==> src/hw/mpfc_defines.svh <==
`ifndef MPFC_DEFINES_SVH
`define MPFC_DEFINES_SVH

// ----------------------------------------
// clock and tick rates
// ----------------------------------------
`define MPFC_PCLK_MHZ     7'd50
`define MPFC_TICK_MHZ     7'd40

// ----------------------------------------
// field widths
// ----------------------------------------
`define MPFC_LEN_W        18
`define MPFC_GAP_W        24
`define MPFC_ANG_W        16
`define MPFC_KEY_W        32

// ----------------------------------------
// register map: per-channel block, stride 0x40, plus one shared status register at 0x100
// ----------------------------------------
`define MPFC_CH_STRIDE    12'h040
`define MPFC_OFF_CTRL     6'h00
`define MPFC_OFF_START    6'h04
`define MPFC_OFF_ADV1     6'h08
`define MPFC_OFF_ADV2     6'h0C
`define MPFC_OFF_LEN1     6'h10
`define MPFC_OFF_LEN2     6'h14
`define MPFC_OFF_LENP     6'h18
`define MPFC_OFF_GAP1     6'h1C
`define MPFC_OFF_LEN3     6'h20
`define MPFC_OFF_GAP2     6'h24
`define MPFC_OFF_LEN4     6'h28
`define MPFC_OFF_SWITCH   6'h2C
`define MPFC_OFF_STATUS   12'h100

// ----------------------------------------
// control register bit positions
// ----------------------------------------
`define MPFC_BIT_GATE     0
`define MPFC_BIT_E1       1
`define MPFC_BIT_E2       2
`define MPFC_BIT_L1       3
`define MPFC_BIT_L2       4

`endif

==> src/hw/mpfc_pkg.sv <==
`include "mpfc_defines.svh"

package mpfc_pkg;

  // engine position as delivered by the tracker
  typedef struct packed {
    logic                    synced;
    logic [`MPFC_ANG_W-1:0]  cycle_len;
    logic [`MPFC_ANG_W-1:0]  angle;
  } mpfc_epos_s;

  // one channel's pulse settings
  typedef struct packed {
    logic                    gate;
    logic                    e1_on;
    logic                    e2_on;
    logic                    l1_on;
    logic                    l2_on;
    logic [`MPFC_ANG_W-1:0]  start;
    logic [`MPFC_ANG_W-1:0]  adv1;
    logic [`MPFC_ANG_W-1:0]  adv2;
    logic [`MPFC_LEN_W-1:0]  len1;
    logic [`MPFC_LEN_W-1:0]  len2;
    logic [`MPFC_LEN_W-1:0]  lenp;
    logic [`MPFC_GAP_W-1:0]  gap1;
    logic [`MPFC_LEN_W-1:0]  len3;
    logic [`MPFC_GAP_W-1:0]  gap2;
    logic [`MPFC_LEN_W-1:0]  len4;
    logic [`MPFC_ANG_W-1:0]  sw_angle;
  } mpfc_chan_s;

  // sequence of the primary and late pulses
  typedef enum logic [6:0] {
    MPFC_IDLE  = 7'b0000001,
    MPFC_PRIM  = 7'b0000010,
    MPFC_GAP1  = 7'b0000100,
    MPFC_LATE1 = 7'b0001000,
    MPFC_GAP2  = 7'b0010000,
    MPFC_LATE2 = 7'b0100000,
    MPFC_DONE  = 7'b1000000
  } mpfc_seq_e;

  typedef logic [1:0] mpfc_ch_t;

endpackage

==> src/hw/mpfc_top.sv <==
// Design decisions made here: the register addresses and register access over APB.
`timescale 1ns/1ps
`include "mpfc_defines.svh"

// Behaviour
// - primary gate off blocks all five pulses of a channel
// - first early pulse only while its enable is set
// - second early pulse only while its enable is set
// - first late pulse only while its enable is set
// - second late pulse needs its own and the first late enable
// - primary pulse rises at start angle, lasts programmed length
// - first early pulse starts programmed angle ticks before start angle
// - second early pulse starts programmed angle ticks before start angle
// - first early length in 40 MHz ticks, low 18 bits only
// - second early length in 40 MHz ticks, low 18 bits only
// - primary length in 40 MHz ticks, low 18 bits only
// - first late starts programmed gap after primary ends, 24-bit ticks
// - first late length in 40 MHz ticks, low 18 bits only
// - second late starts programmed gap after first late ends, 24 bits
// - second late length in 40 MHz ticks, low 18 bits only
// - one pulse engine serves four channels, advancing at switch angle
// - switch strobe lasts exactly one clock at each switch angle
// - unlock key passes one register stage; pulse train outputs locked without it, switch strobe runs regardless
// - four separate pulse train outputs, one per channel
// - at most five pulses per channel per engine cycle
// - every step completes in one clock
module mpfc_top #(
  parameter logic [`MPFC_KEY_W-1:0] UNLOCK_KEY = 32'h5A5A_C3C3 // arbitrary value
) (
  input  wire logic                    pclk,
  input  wire logic                    presetn,
  input  wire logic                    psel,
  input  wire logic                    penable,
  input  wire logic                    pwrite,
  input  wire logic [11:0]             paddr,
  input  wire logic [31:0]             pwdata,
  output logic                         pready,
  output logic [31:0]                  prdata,
  output logic                         pslverr,
  input  wire mpfc_pkg::mpfc_epos_s    engine_position_bundle,
  input  wire logic [`MPFC_KEY_W-1:0]  unlock_key,
  output logic                         channel_switch_strobe,
  output logic                         pulse_train_ch1,
  output logic                         pulse_train_ch2,
  output logic                         pulse_train_ch3,
  output logic                         pulse_train_ch4
);
  import mpfc_pkg::*;

  // ----------------------------------------
  // helper functions
  // ----------------------------------------
  // position a number of angle ticks before a reference, wrapped in the cycle
  function automatic logic [`MPFC_ANG_W-1:0] ang_before(input logic [`MPFC_ANG_W-1:0] ref_a,
                                                         input logic [`MPFC_ANG_W-1:0] adv,
                                                         input logic [`MPFC_ANG_W-1:0] clen);
    if (ref_a >= adv) begin
      ang_before = ref_a - adv;
    end else begin
      ang_before = ref_a + clen - adv;
    end
  endfunction

  // one tick of a length down-counter
  function automatic logic [`MPFC_LEN_W-1:0] len_step(input logic [`MPFC_LEN_W-1:0] cnt,
                                                       input logic                   tk);
    len_step = (tk && cnt != '0) ? cnt - 1'b1 : cnt;
  endfunction

  // ----------------------------------------
  // state
  // ----------------------------------------
  mpfc_chan_s               cfg [4];
  mpfc_ch_t                 cur_ch;
  mpfc_seq_e                seq;
  logic [6:0]               tick_acc;
  logic                     tick;
  logic [`MPFC_KEY_W-1:0]   key_q;
  logic                     unlocked;
  logic [`MPFC_ANG_W-1:0]   prev_angle;
  logic [`MPFC_LEN_W-1:0]   cnt_e1;
  logic [`MPFC_LEN_W-1:0]   cnt_e2;
  logic [`MPFC_LEN_W-1:0]   cnt_p;
  logic [`MPFC_LEN_W-1:0]   cnt_l1;
  logic [`MPFC_LEN_W-1:0]   cnt_l2;
  logic [`MPFC_GAP_W-1:0]   cnt_gap;
  mpfc_chan_s               cc;
  logic                     new_pos;
  logic                     hit_e1;
  logic                     hit_e2;
  logic                     hit_p;
  logic                     hit_sw;
  logic                     any_pulse;
  logic                     wr_en;
  logic                     rd_en;
  logic [1:0]               rch;
  logic [5:0]               roff;
  logic                     rmapped;
  logic [31:0]              rdat;

  // ----------------------------------------
  // 40 MHz tick enable from the 50 MHz clock
  // ----------------------------------------
  // fractional divider: four ticks in every five clocks
  always_ff @(posedge pclk or negedge presetn) begin
    if (!presetn) begin
      tick_acc <= 7'h00;
      tick     <= 1'b0;
    end else if (tick_acc + `MPFC_TICK_MHZ >= `MPFC_PCLK_MHZ) begin
      tick_acc <= tick_acc + `MPFC_TICK_MHZ - `MPFC_PCLK_MHZ;
      tick     <= 1'b1;
    end else begin
      tick_acc <= tick_acc + `MPFC_TICK_MHZ;
      tick     <= 1'b0;
    end
  end

  // ----------------------------------------
  // unlock key
  // ----------------------------------------
  // exactly one register stage, then compare
  always_ff @(posedge pclk or negedge presetn) begin
    if (!presetn) begin
      key_q    <= '0;
      unlocked <= 1'b0;
    end else begin
      key_q    <= unlock_key;
      unlocked <= (key_q == UNLOCK_KEY);
    end
  end

  // ----------------------------------------
  // angle event decode for the active channel
  // ----------------------------------------
  always_comb begin
    cc      = cfg[cur_ch];
    new_pos = engine_position_bundle.synced && (engine_position_bundle.angle != prev_angle);
    hit_p   = new_pos && engine_position_bundle.angle == cc.start;
    hit_e1  = new_pos && engine_position_bundle.angle ==
              ang_before(cc.start, cc.adv1, engine_position_bundle.cycle_len);
    hit_e2  = new_pos && engine_position_bundle.angle ==
              ang_before(cc.start, cc.adv2, engine_position_bundle.cycle_len);
    hit_sw  = new_pos && engine_position_bundle.angle == cc.sw_angle;
  end

  always_ff @(posedge pclk or negedge presetn) begin
    if (!presetn) begin
      prev_angle <= '0;
    end else begin
      prev_angle <= engine_position_bundle.angle;
    end
  end

  // ----------------------------------------
  // channel multiplexer
  // ----------------------------------------
  // advance to the next channel and strobe for one clock at the switch angle
  always_ff @(posedge pclk or negedge presetn) begin
    if (!presetn) begin
      cur_ch                <= 2'h0;
      channel_switch_strobe <= 1'b0;
    end else begin
      channel_switch_strobe <= hit_sw;
      if (hit_sw) begin
        cur_ch <= cur_ch + 2'h1;
      end
    end
  end

  // ----------------------------------------
  // early pulses: started by angle, timed in ticks
  // ----------------------------------------
  always_ff @(posedge pclk or negedge presetn) begin
    if (!presetn) begin
      cnt_e1 <= '0;
      cnt_e2 <= '0;
    end else if (hit_sw) begin
      cnt_e1 <= '0;
      cnt_e2 <= '0;
    end else begin
      if (hit_e1 && cc.gate && cc.e1_on) begin
        cnt_e1 <= cc.len1;
      end else begin
        cnt_e1 <= len_step(cnt_e1, tick);
      end
      if (hit_e2 && cc.gate && cc.e2_on) begin
        cnt_e2 <= cc.len2;
      end else begin
        cnt_e2 <= len_step(cnt_e2, tick);
      end
    end
  end

  // ----------------------------------------
  // primary and late pulse sequencer
  // ----------------------------------------
  // one step per clock; once through per channel slot, so at most five pulses
  always_ff @(posedge pclk or negedge presetn) begin
    if (!presetn) begin
      seq     <= MPFC_IDLE;
      cnt_p   <= '0;
      cnt_l1  <= '0;
      cnt_l2  <= '0;
      cnt_gap <= '0;
    end else if (hit_sw) begin
      seq     <= MPFC_IDLE;
      cnt_p   <= '0;
      cnt_l1  <= '0;
      cnt_l2  <= '0;
      cnt_gap <= '0;
    end else begin
      cnt_p  <= len_step(cnt_p, tick);
      cnt_l1 <= len_step(cnt_l1, tick);
      cnt_l2 <= len_step(cnt_l2, tick);
      case (seq)
        MPFC_IDLE: begin
          if (hit_p && cc.gate && cc.len3 != '0) begin
            cnt_p <= cc.len3;
            seq   <= MPFC_PRIM;
          end
        end
        MPFC_PRIM: begin
          if (tick && cnt_p == 18'h00001) begin
            cnt_gap <= cc.gap1;
            seq     <= cc.l1_on ? MPFC_GAP1 : MPFC_DONE;
          end
        end
        MPFC_GAP1: begin
          if (cnt_gap == '0) begin
            cnt_l1 <= cc.lenp;
            seq    <= (cc.lenp == '0) ? MPFC_DONE : MPFC_LATE1;
          end else if (tick) begin
            cnt_gap <= cnt_gap - 1'b1;
          end
        end
        MPFC_LATE1: begin
          if (tick && cnt_l1 == 18'h00001) begin
            cnt_gap <= cc.gap2;
            seq     <= (cc.l2_on && cc.l1_on) ? MPFC_GAP2 : MPFC_DONE;
          end
        end
        MPFC_GAP2: begin
          if (cnt_gap == '0) begin
            cnt_l2 <= cc.len4;
            seq    <= (cc.len4 == '0) ? MPFC_DONE : MPFC_LATE2;
          end else if (tick) begin
            cnt_gap <= cnt_gap - 1'b1;
          end
        end
        MPFC_LATE2: begin
          if (tick && cnt_l2 == 18'h00001) begin
            seq <= MPFC_DONE;
          end
        end
        MPFC_DONE: begin
          seq <= MPFC_DONE;
        end
        default: begin
          seq <= MPFC_IDLE;
        end
      endcase
    end
  end

  // ----------------------------------------
  // outputs
  // ----------------------------------------
  assign any_pulse = (cnt_e1 != '0) || (cnt_e2 != '0) || (cnt_p != '0) ||
                     (cnt_l1 != '0) || (cnt_l2 != '0);

  // route the combined train to the active channel, low while locked
  always_ff @(posedge pclk or negedge presetn) begin
    if (!presetn) begin
      pulse_train_ch1 <= 1'b0;
      pulse_train_ch2 <= 1'b0;
      pulse_train_ch3 <= 1'b0;
      pulse_train_ch4 <= 1'b0;
    end else begin
      pulse_train_ch1 <= unlocked && any_pulse && cur_ch == 2'h0;
      pulse_train_ch2 <= unlocked && any_pulse && cur_ch == 2'h1;
      pulse_train_ch3 <= unlocked && any_pulse && cur_ch == 2'h2;
      pulse_train_ch4 <= unlocked && any_pulse && cur_ch == 2'h3;
    end
  end

  // ----------------------------------------
  // APB slave
  // ----------------------------------------
  assign rch     = paddr[7:6];
  assign roff    = paddr[5:0];
  assign wr_en   = psel && penable && pready && pwrite;
  assign rd_en   = psel && penable && !pready;
  assign rmapped = (paddr == `MPFC_OFF_STATUS) ||
                   (paddr[11:8] == 4'h0 && roff <= `MPFC_OFF_SWITCH && paddr[1:0] == 2'h0);

  // read mux
  always_comb begin
    rdat = 32'h0000_0000;
    if (paddr == `MPFC_OFF_STATUS) begin
      rdat = {21'h0, seq, unlocked, 1'b0, cur_ch};
    end else begin
      case (roff)
        `MPFC_OFF_CTRL:   rdat = {27'h0, cfg[rch].l2_on, cfg[rch].l1_on, cfg[rch].e2_on,
                                  cfg[rch].e1_on, cfg[rch].gate};
        `MPFC_OFF_START:  rdat = {16'h0, cfg[rch].start};
        `MPFC_OFF_ADV1:   rdat = {16'h0, cfg[rch].adv1};
        `MPFC_OFF_ADV2:   rdat = {16'h0, cfg[rch].adv2};
        `MPFC_OFF_LEN1:   rdat = {14'h0, cfg[rch].len1};
        `MPFC_OFF_LEN2:   rdat = {14'h0, cfg[rch].len2};
        `MPFC_OFF_LENP:   rdat = {14'h0, cfg[rch].len3};
        `MPFC_OFF_GAP1:   rdat = {8'h0, cfg[rch].gap1};
        `MPFC_OFF_LEN3:   rdat = {14'h0, cfg[rch].lenp};
        `MPFC_OFF_GAP2:   rdat = {8'h0, cfg[rch].gap2};
        `MPFC_OFF_LEN4:   rdat = {14'h0, cfg[rch].len4};
        `MPFC_OFF_SWITCH: rdat = {16'h0, cfg[rch].sw_angle};
        default:          rdat = 32'h0000_0000;
      endcase
    end
  end

  // one wait state, registered answer
  always_ff @(posedge pclk or negedge presetn) begin
    if (!presetn) begin
      pready  <= 1'b0;
      prdata  <= 32'h0000_0000;
      pslverr <= 1'b0;
    end else begin
      pready  <= rd_en;
      prdata  <= rd_en ? (rmapped ? rdat : 32'h0000_0000) : prdata;
      pslverr <= rd_en && !rmapped;
    end
  end

  // register writes; wide values keep only their low bits
  always_ff @(posedge pclk or negedge presetn) begin
    if (!presetn) begin
      for (int i = 0; i < 4; i++) begin
        cfg[i] <= '0;
      end
    end else if (wr_en && rmapped && paddr[11:8] == 4'h0) begin
      case (roff)
        `MPFC_OFF_CTRL: begin
          cfg[rch].gate  <= pwdata[`MPFC_BIT_GATE];
          cfg[rch].e1_on <= pwdata[`MPFC_BIT_E1];
          cfg[rch].e2_on <= pwdata[`MPFC_BIT_E2];
          cfg[rch].l1_on <= pwdata[`MPFC_BIT_L1];
          cfg[rch].l2_on <= pwdata[`MPFC_BIT_L2];
        end
        `MPFC_OFF_START:  cfg[rch].start    <= pwdata[`MPFC_ANG_W-1:0];
        `MPFC_OFF_ADV1:   cfg[rch].adv1     <= pwdata[`MPFC_ANG_W-1:0];
        `MPFC_OFF_ADV2:   cfg[rch].adv2     <= pwdata[`MPFC_ANG_W-1:0];
        `MPFC_OFF_LEN1:   cfg[rch].len1     <= pwdata[`MPFC_LEN_W-1:0];
        `MPFC_OFF_LEN2:   cfg[rch].len2     <= pwdata[`MPFC_LEN_W-1:0];
        `MPFC_OFF_LENP:   cfg[rch].len3     <= pwdata[`MPFC_LEN_W-1:0];
        `MPFC_OFF_GAP1:   cfg[rch].gap1     <= pwdata[`MPFC_GAP_W-1:0];
        `MPFC_OFF_LEN3:   cfg[rch].lenp     <= pwdata[`MPFC_LEN_W-1:0];
        `MPFC_OFF_GAP2:   cfg[rch].gap2     <= pwdata[`MPFC_GAP_W-1:0];
        `MPFC_OFF_LEN4:   cfg[rch].len4     <= pwdata[`MPFC_LEN_W-1:0];
        `MPFC_OFF_SWITCH: cfg[rch].sw_angle <= pwdata[`MPFC_ANG_W-1:0];
        default: begin
        end
      endcase
    end
  end
endmodule
==> config.mk <==
export PLATFORM = sky130hd
export DESIGN_NAME = mpfc_top
export DESIGN_NICKNAME = d
export VERILOG_FILES = /design/src/hw/mpfc_pkg.sv /design/src/hw/mpfc_top.sv
export VERILOG_INCLUDE_DIRS = /design/src /design/src/hw
export SDC_FILE = /design/constraint.sdc
export NUM_CORES = 2
export LEC_CHECK = 0
export CORE_UTILIZATION = 50
export DETAILED_ROUTE_END_ITERATION = 16
export DONT_BUFFER_PORTS = 1
export PLACE_DENSITY = 0.74
export SLEW_MARGIN = 20
export SYNTH_ARGS = -nofsm -noshare
export SYNTH_HDL_FRONTEND = slang
export SYNTH_SLANG_ARGS = --single-unit
==> constraint.sdc <==
create_clock -name pclk -period 6.8 [get_ports pclk]
set_input_delay 0.34 -clock pclk [delete_from_list [all_inputs] [get_ports pclk]]
set_output_delay 0.34 -clock pclk [all_outputs]
set_load 0.01 [all_outputs]
==> results.json <==
{
  "detail-route-antenna-nets": 0,
  "antenna_found_initial": 6,
  "yosysSeqAreaShare": 0.451,
  "initial_core_util": 0.504,
  "wl_per_cell_um": 30.7,
  "leakage_nw": 28.2,
  "fin_setup_tns_ps": 0,
  "drtIter0Drc": 4736,
  "worst_setup_path_end_kind": "register",
  "cts_sinks": 1038,
  "dp.final_hpwl_mm": 118,
  "via_count": 42442,
  "crit_required_ps": 7370,
  "hp-class": "input port to register",
  "ys_ff_latch": 1038,
  "worst_slew_pin_slew_ps": 1300,
  "syn_area_sq_um": 57600,
  "critPathMaxFanout": 18,
  "synth_cell_type_count": 98,
  "cp_cell_sequence": "mux4_2, ha_1, nor2b_1, o21ai_0, a21boi_0, o21ai_0, a21oi_1, o21ai_0, nand2b_1, a311oi_2, xnor2_1, ha_1, and3_1, and3_1, o41a_1, a21oi_2, xor2_1, o311ai_0, a2111oi_1, nand4_1, or4_4, buf_12, mux2i_1, nor2_1",
  "drc": 0,
  "setup_viol": 0,
  "cp_slowest_cell": "mux4_2",
  "maxSlewViolCount": 0,
  "max_slew_margin": 0.124,
  "die_x_um": 341,
  "ir_drop_uv": 196,
  "status": "complete, no violations",
  "htree_levels": 3,
  "synth_edf_count": 0,
  "cts_inserted_buffers": 108,
  "gp_congestion": 0.993,
  "ctsLongestPathBuffers": 3,
  "skew_ps": 47.7,
  "synthFlopType": "dfrtp_1",
  "syn_avg_cell_area_sq_um": 12.5,
  "power_density_nw_per_um2": 206,
  "clock_latency_ps": 730,
  "grt_pass1_wl_mm": 279,
  "postSynthCellCount": 4604,
  "routed_wirelength_mm": 187,
  "critPathMaxStageDelay_ps": 620,
  "finalHoldViolCount": 0,
  "final_cell_mix": "dfrtp_1, mux2_2, mux4_2",
  "critical_path_class": "register to register",
  "max_freq_mhz": 154,
  "grt.total_usage": 0.321,
  "drive_gt1_frac": 0.268,
  "dr.pass1.iters": 6,
  "die_h_um": 341,
  "cpMostUsedCell": "o21ai_0",
  "grt_pass1_vias": 42136,
  "grt_max_degree": 1039,
  "cap_violations": 0,
  "finalPower_mw": 13.1,
  "yosys_warnings": 0,
  "cts_tree": "done",
  "arrival_ps": 7040,
  "die-area_sq_um": 117000,
  "grt_overflow_total": 0,
  "nets": 4710,
  "vias_per_cell": 6.97,
  "rows": 124,
  "areaGrowthSynthToFinish_pct": 10.7,
  "io_buffer_count": 0,
  "synthArstFlopShare": 1.00,
  "clockRootBuffer": "clkbuf_16",
  "fin_crit_ps": 6470,
  "finalCritPeriodShare": 0.952,
  "io_pins": 153,
  "coreArea_sq_um": 114000,
  "cp-start-kind": "register",
  "cts.clk_slew.worst_paths_ps": 60,
  "layout.cells.most_common": "dfrtp_1"
}
-- area by class of cell --
| type | count | area, sq um |
|---|---|---|
| Tap cell | 1512 | 1890 |
| Clock inverter | 37 | 569 |
| Multi-Input combinational cell | 3104 | 30000 |
| Antenna cell | 2 | 5.00 |
| Fill cell | 9187 | 50600 |
| Timing Repair Buffer | 150 | 1840 |
| Inverter | 93 | 349 |
| Clock buffer | 155 | 3200 |
| Sequential cell | 1038 | 26000 |
-- power breakdown --
| part | total, mW | internal, mW | switching (mW) |
|---|---|---|---|
| clock | 6.30 | 3.72 | 2.58 |
| combinational | 0.593 | 0.216 | 0.377 |
| sequential | 6.23 | 6.21 | 0.0202 |
| total | 13.1 | 10.1 | 2.98 |
-- per-layer routing --
metal | share of wire | vias up | global-route usage
met1 | 0.37 | 21995 | 0.418
met4 | 0.053 | 2 | 0.161
met5 | 0.000043 | - | 0
met3 | 0.12 | 472 | 0.103
li1 | - | 17504 | -
met2 | 0.45 | 2469 | 0.483
-- logic make-up after synthesis --
kind of cell | count (synthesis) | synth area share
compound gates | 1001 | 0.134
xor+xnor | 218 | 0.0333
fa+ha+maj | 101 | 0.0226
buf+inv | 469 | 0.0326
flops | 1038 | 0.451
mux | 925 | 0.255
other cells | 1 | 0.0000651
simple gates | 851 | 0.0724
-- per-stage QoR --
step	utilization	area (sq um)	std cells	setup slack (ps)	hold WS, ps
final	0.558	63800	6091	326	38.9
after CTS	0.555	63500	6078	288	-607
after global placement	0.513	58600	5806	319	144
after detailed placement	0.513	58600	5806	313	147
after floorplan	-	57600	4611	417	44.4
after global routing	0.558	63800	6089	-4.22	28.1
-- worst max-delay path, delay by kind of cell, from the launching register on --
kind | cells | cell delay [ps]
compound gates | 10 | 2150
xor+xnor | 2 | 410
fa+ha+maj | 2 | 710
buf+inv | 1 | 180
flops | 1 | 510
mux | 2 | 810
simple gates | 7 | 1520
-- timing repair --
| action | 4_1_cts | 5_1_grt |
|---|---|---|
| gates resized for setup | 0 | 4 |
| endpoints found under the setup margin | 0 | 18 |
| hold endpoints to repair | 1916 | 204 |
| hold buffers | 80 | 2 |
| buffers inserted | 0 | 1 |
-- cell usage after synthesis, types with 20 or more instances --
library cell	count	area, sq um
or3_1	26	163
nand4_1	39	244
clkbuf_1	271	1020
o21ai_0	130	651
buf_1	46	173
nand2b_1	26	163
xor2_1	57	499
dfrtp_1	1037	25900
a31oi_1	20	125
o21a_1	21	158
a22oi_1	111	833
mux4_2	384	8650
o31ai_1	21	158
nor3_1	69	345
nor2_1	254	953
ha_1	96	1200
xnor2_1	160	1400
nand2_1	215	807
a22o_1	346	3030
mux2_2	495	5570
a221oi_1	65	569
mux2i_1	46	460
buf_2	45	225
nand3_1	43	215
a211oi_1	59	443
a21oi_1	83	415
nor4_1	40	250
inv_1	93	349
-- worst paths after layout --
| check | from | end | slack (ps) | cells past startpoint |
|---|---|---|---|---|
| hold / removal | pwdata[9] | register | 40 | 2 |
| min in group asynchronous | presetn | pulse_train_ch1 | 500 | 2 |
| hold reg to reg | register | register | 520 | 1 |
| setup reg to reg | cur_ch[0] | cnt_e1[16] | 330 | 24 |
| setup / recovery | cur_ch[0] | cnt_e1[16] | 330 | 24 |
| max in group asynchronous | presetn | async pin | 2800 | 6 |
Power figures use the tool's default switching activity.
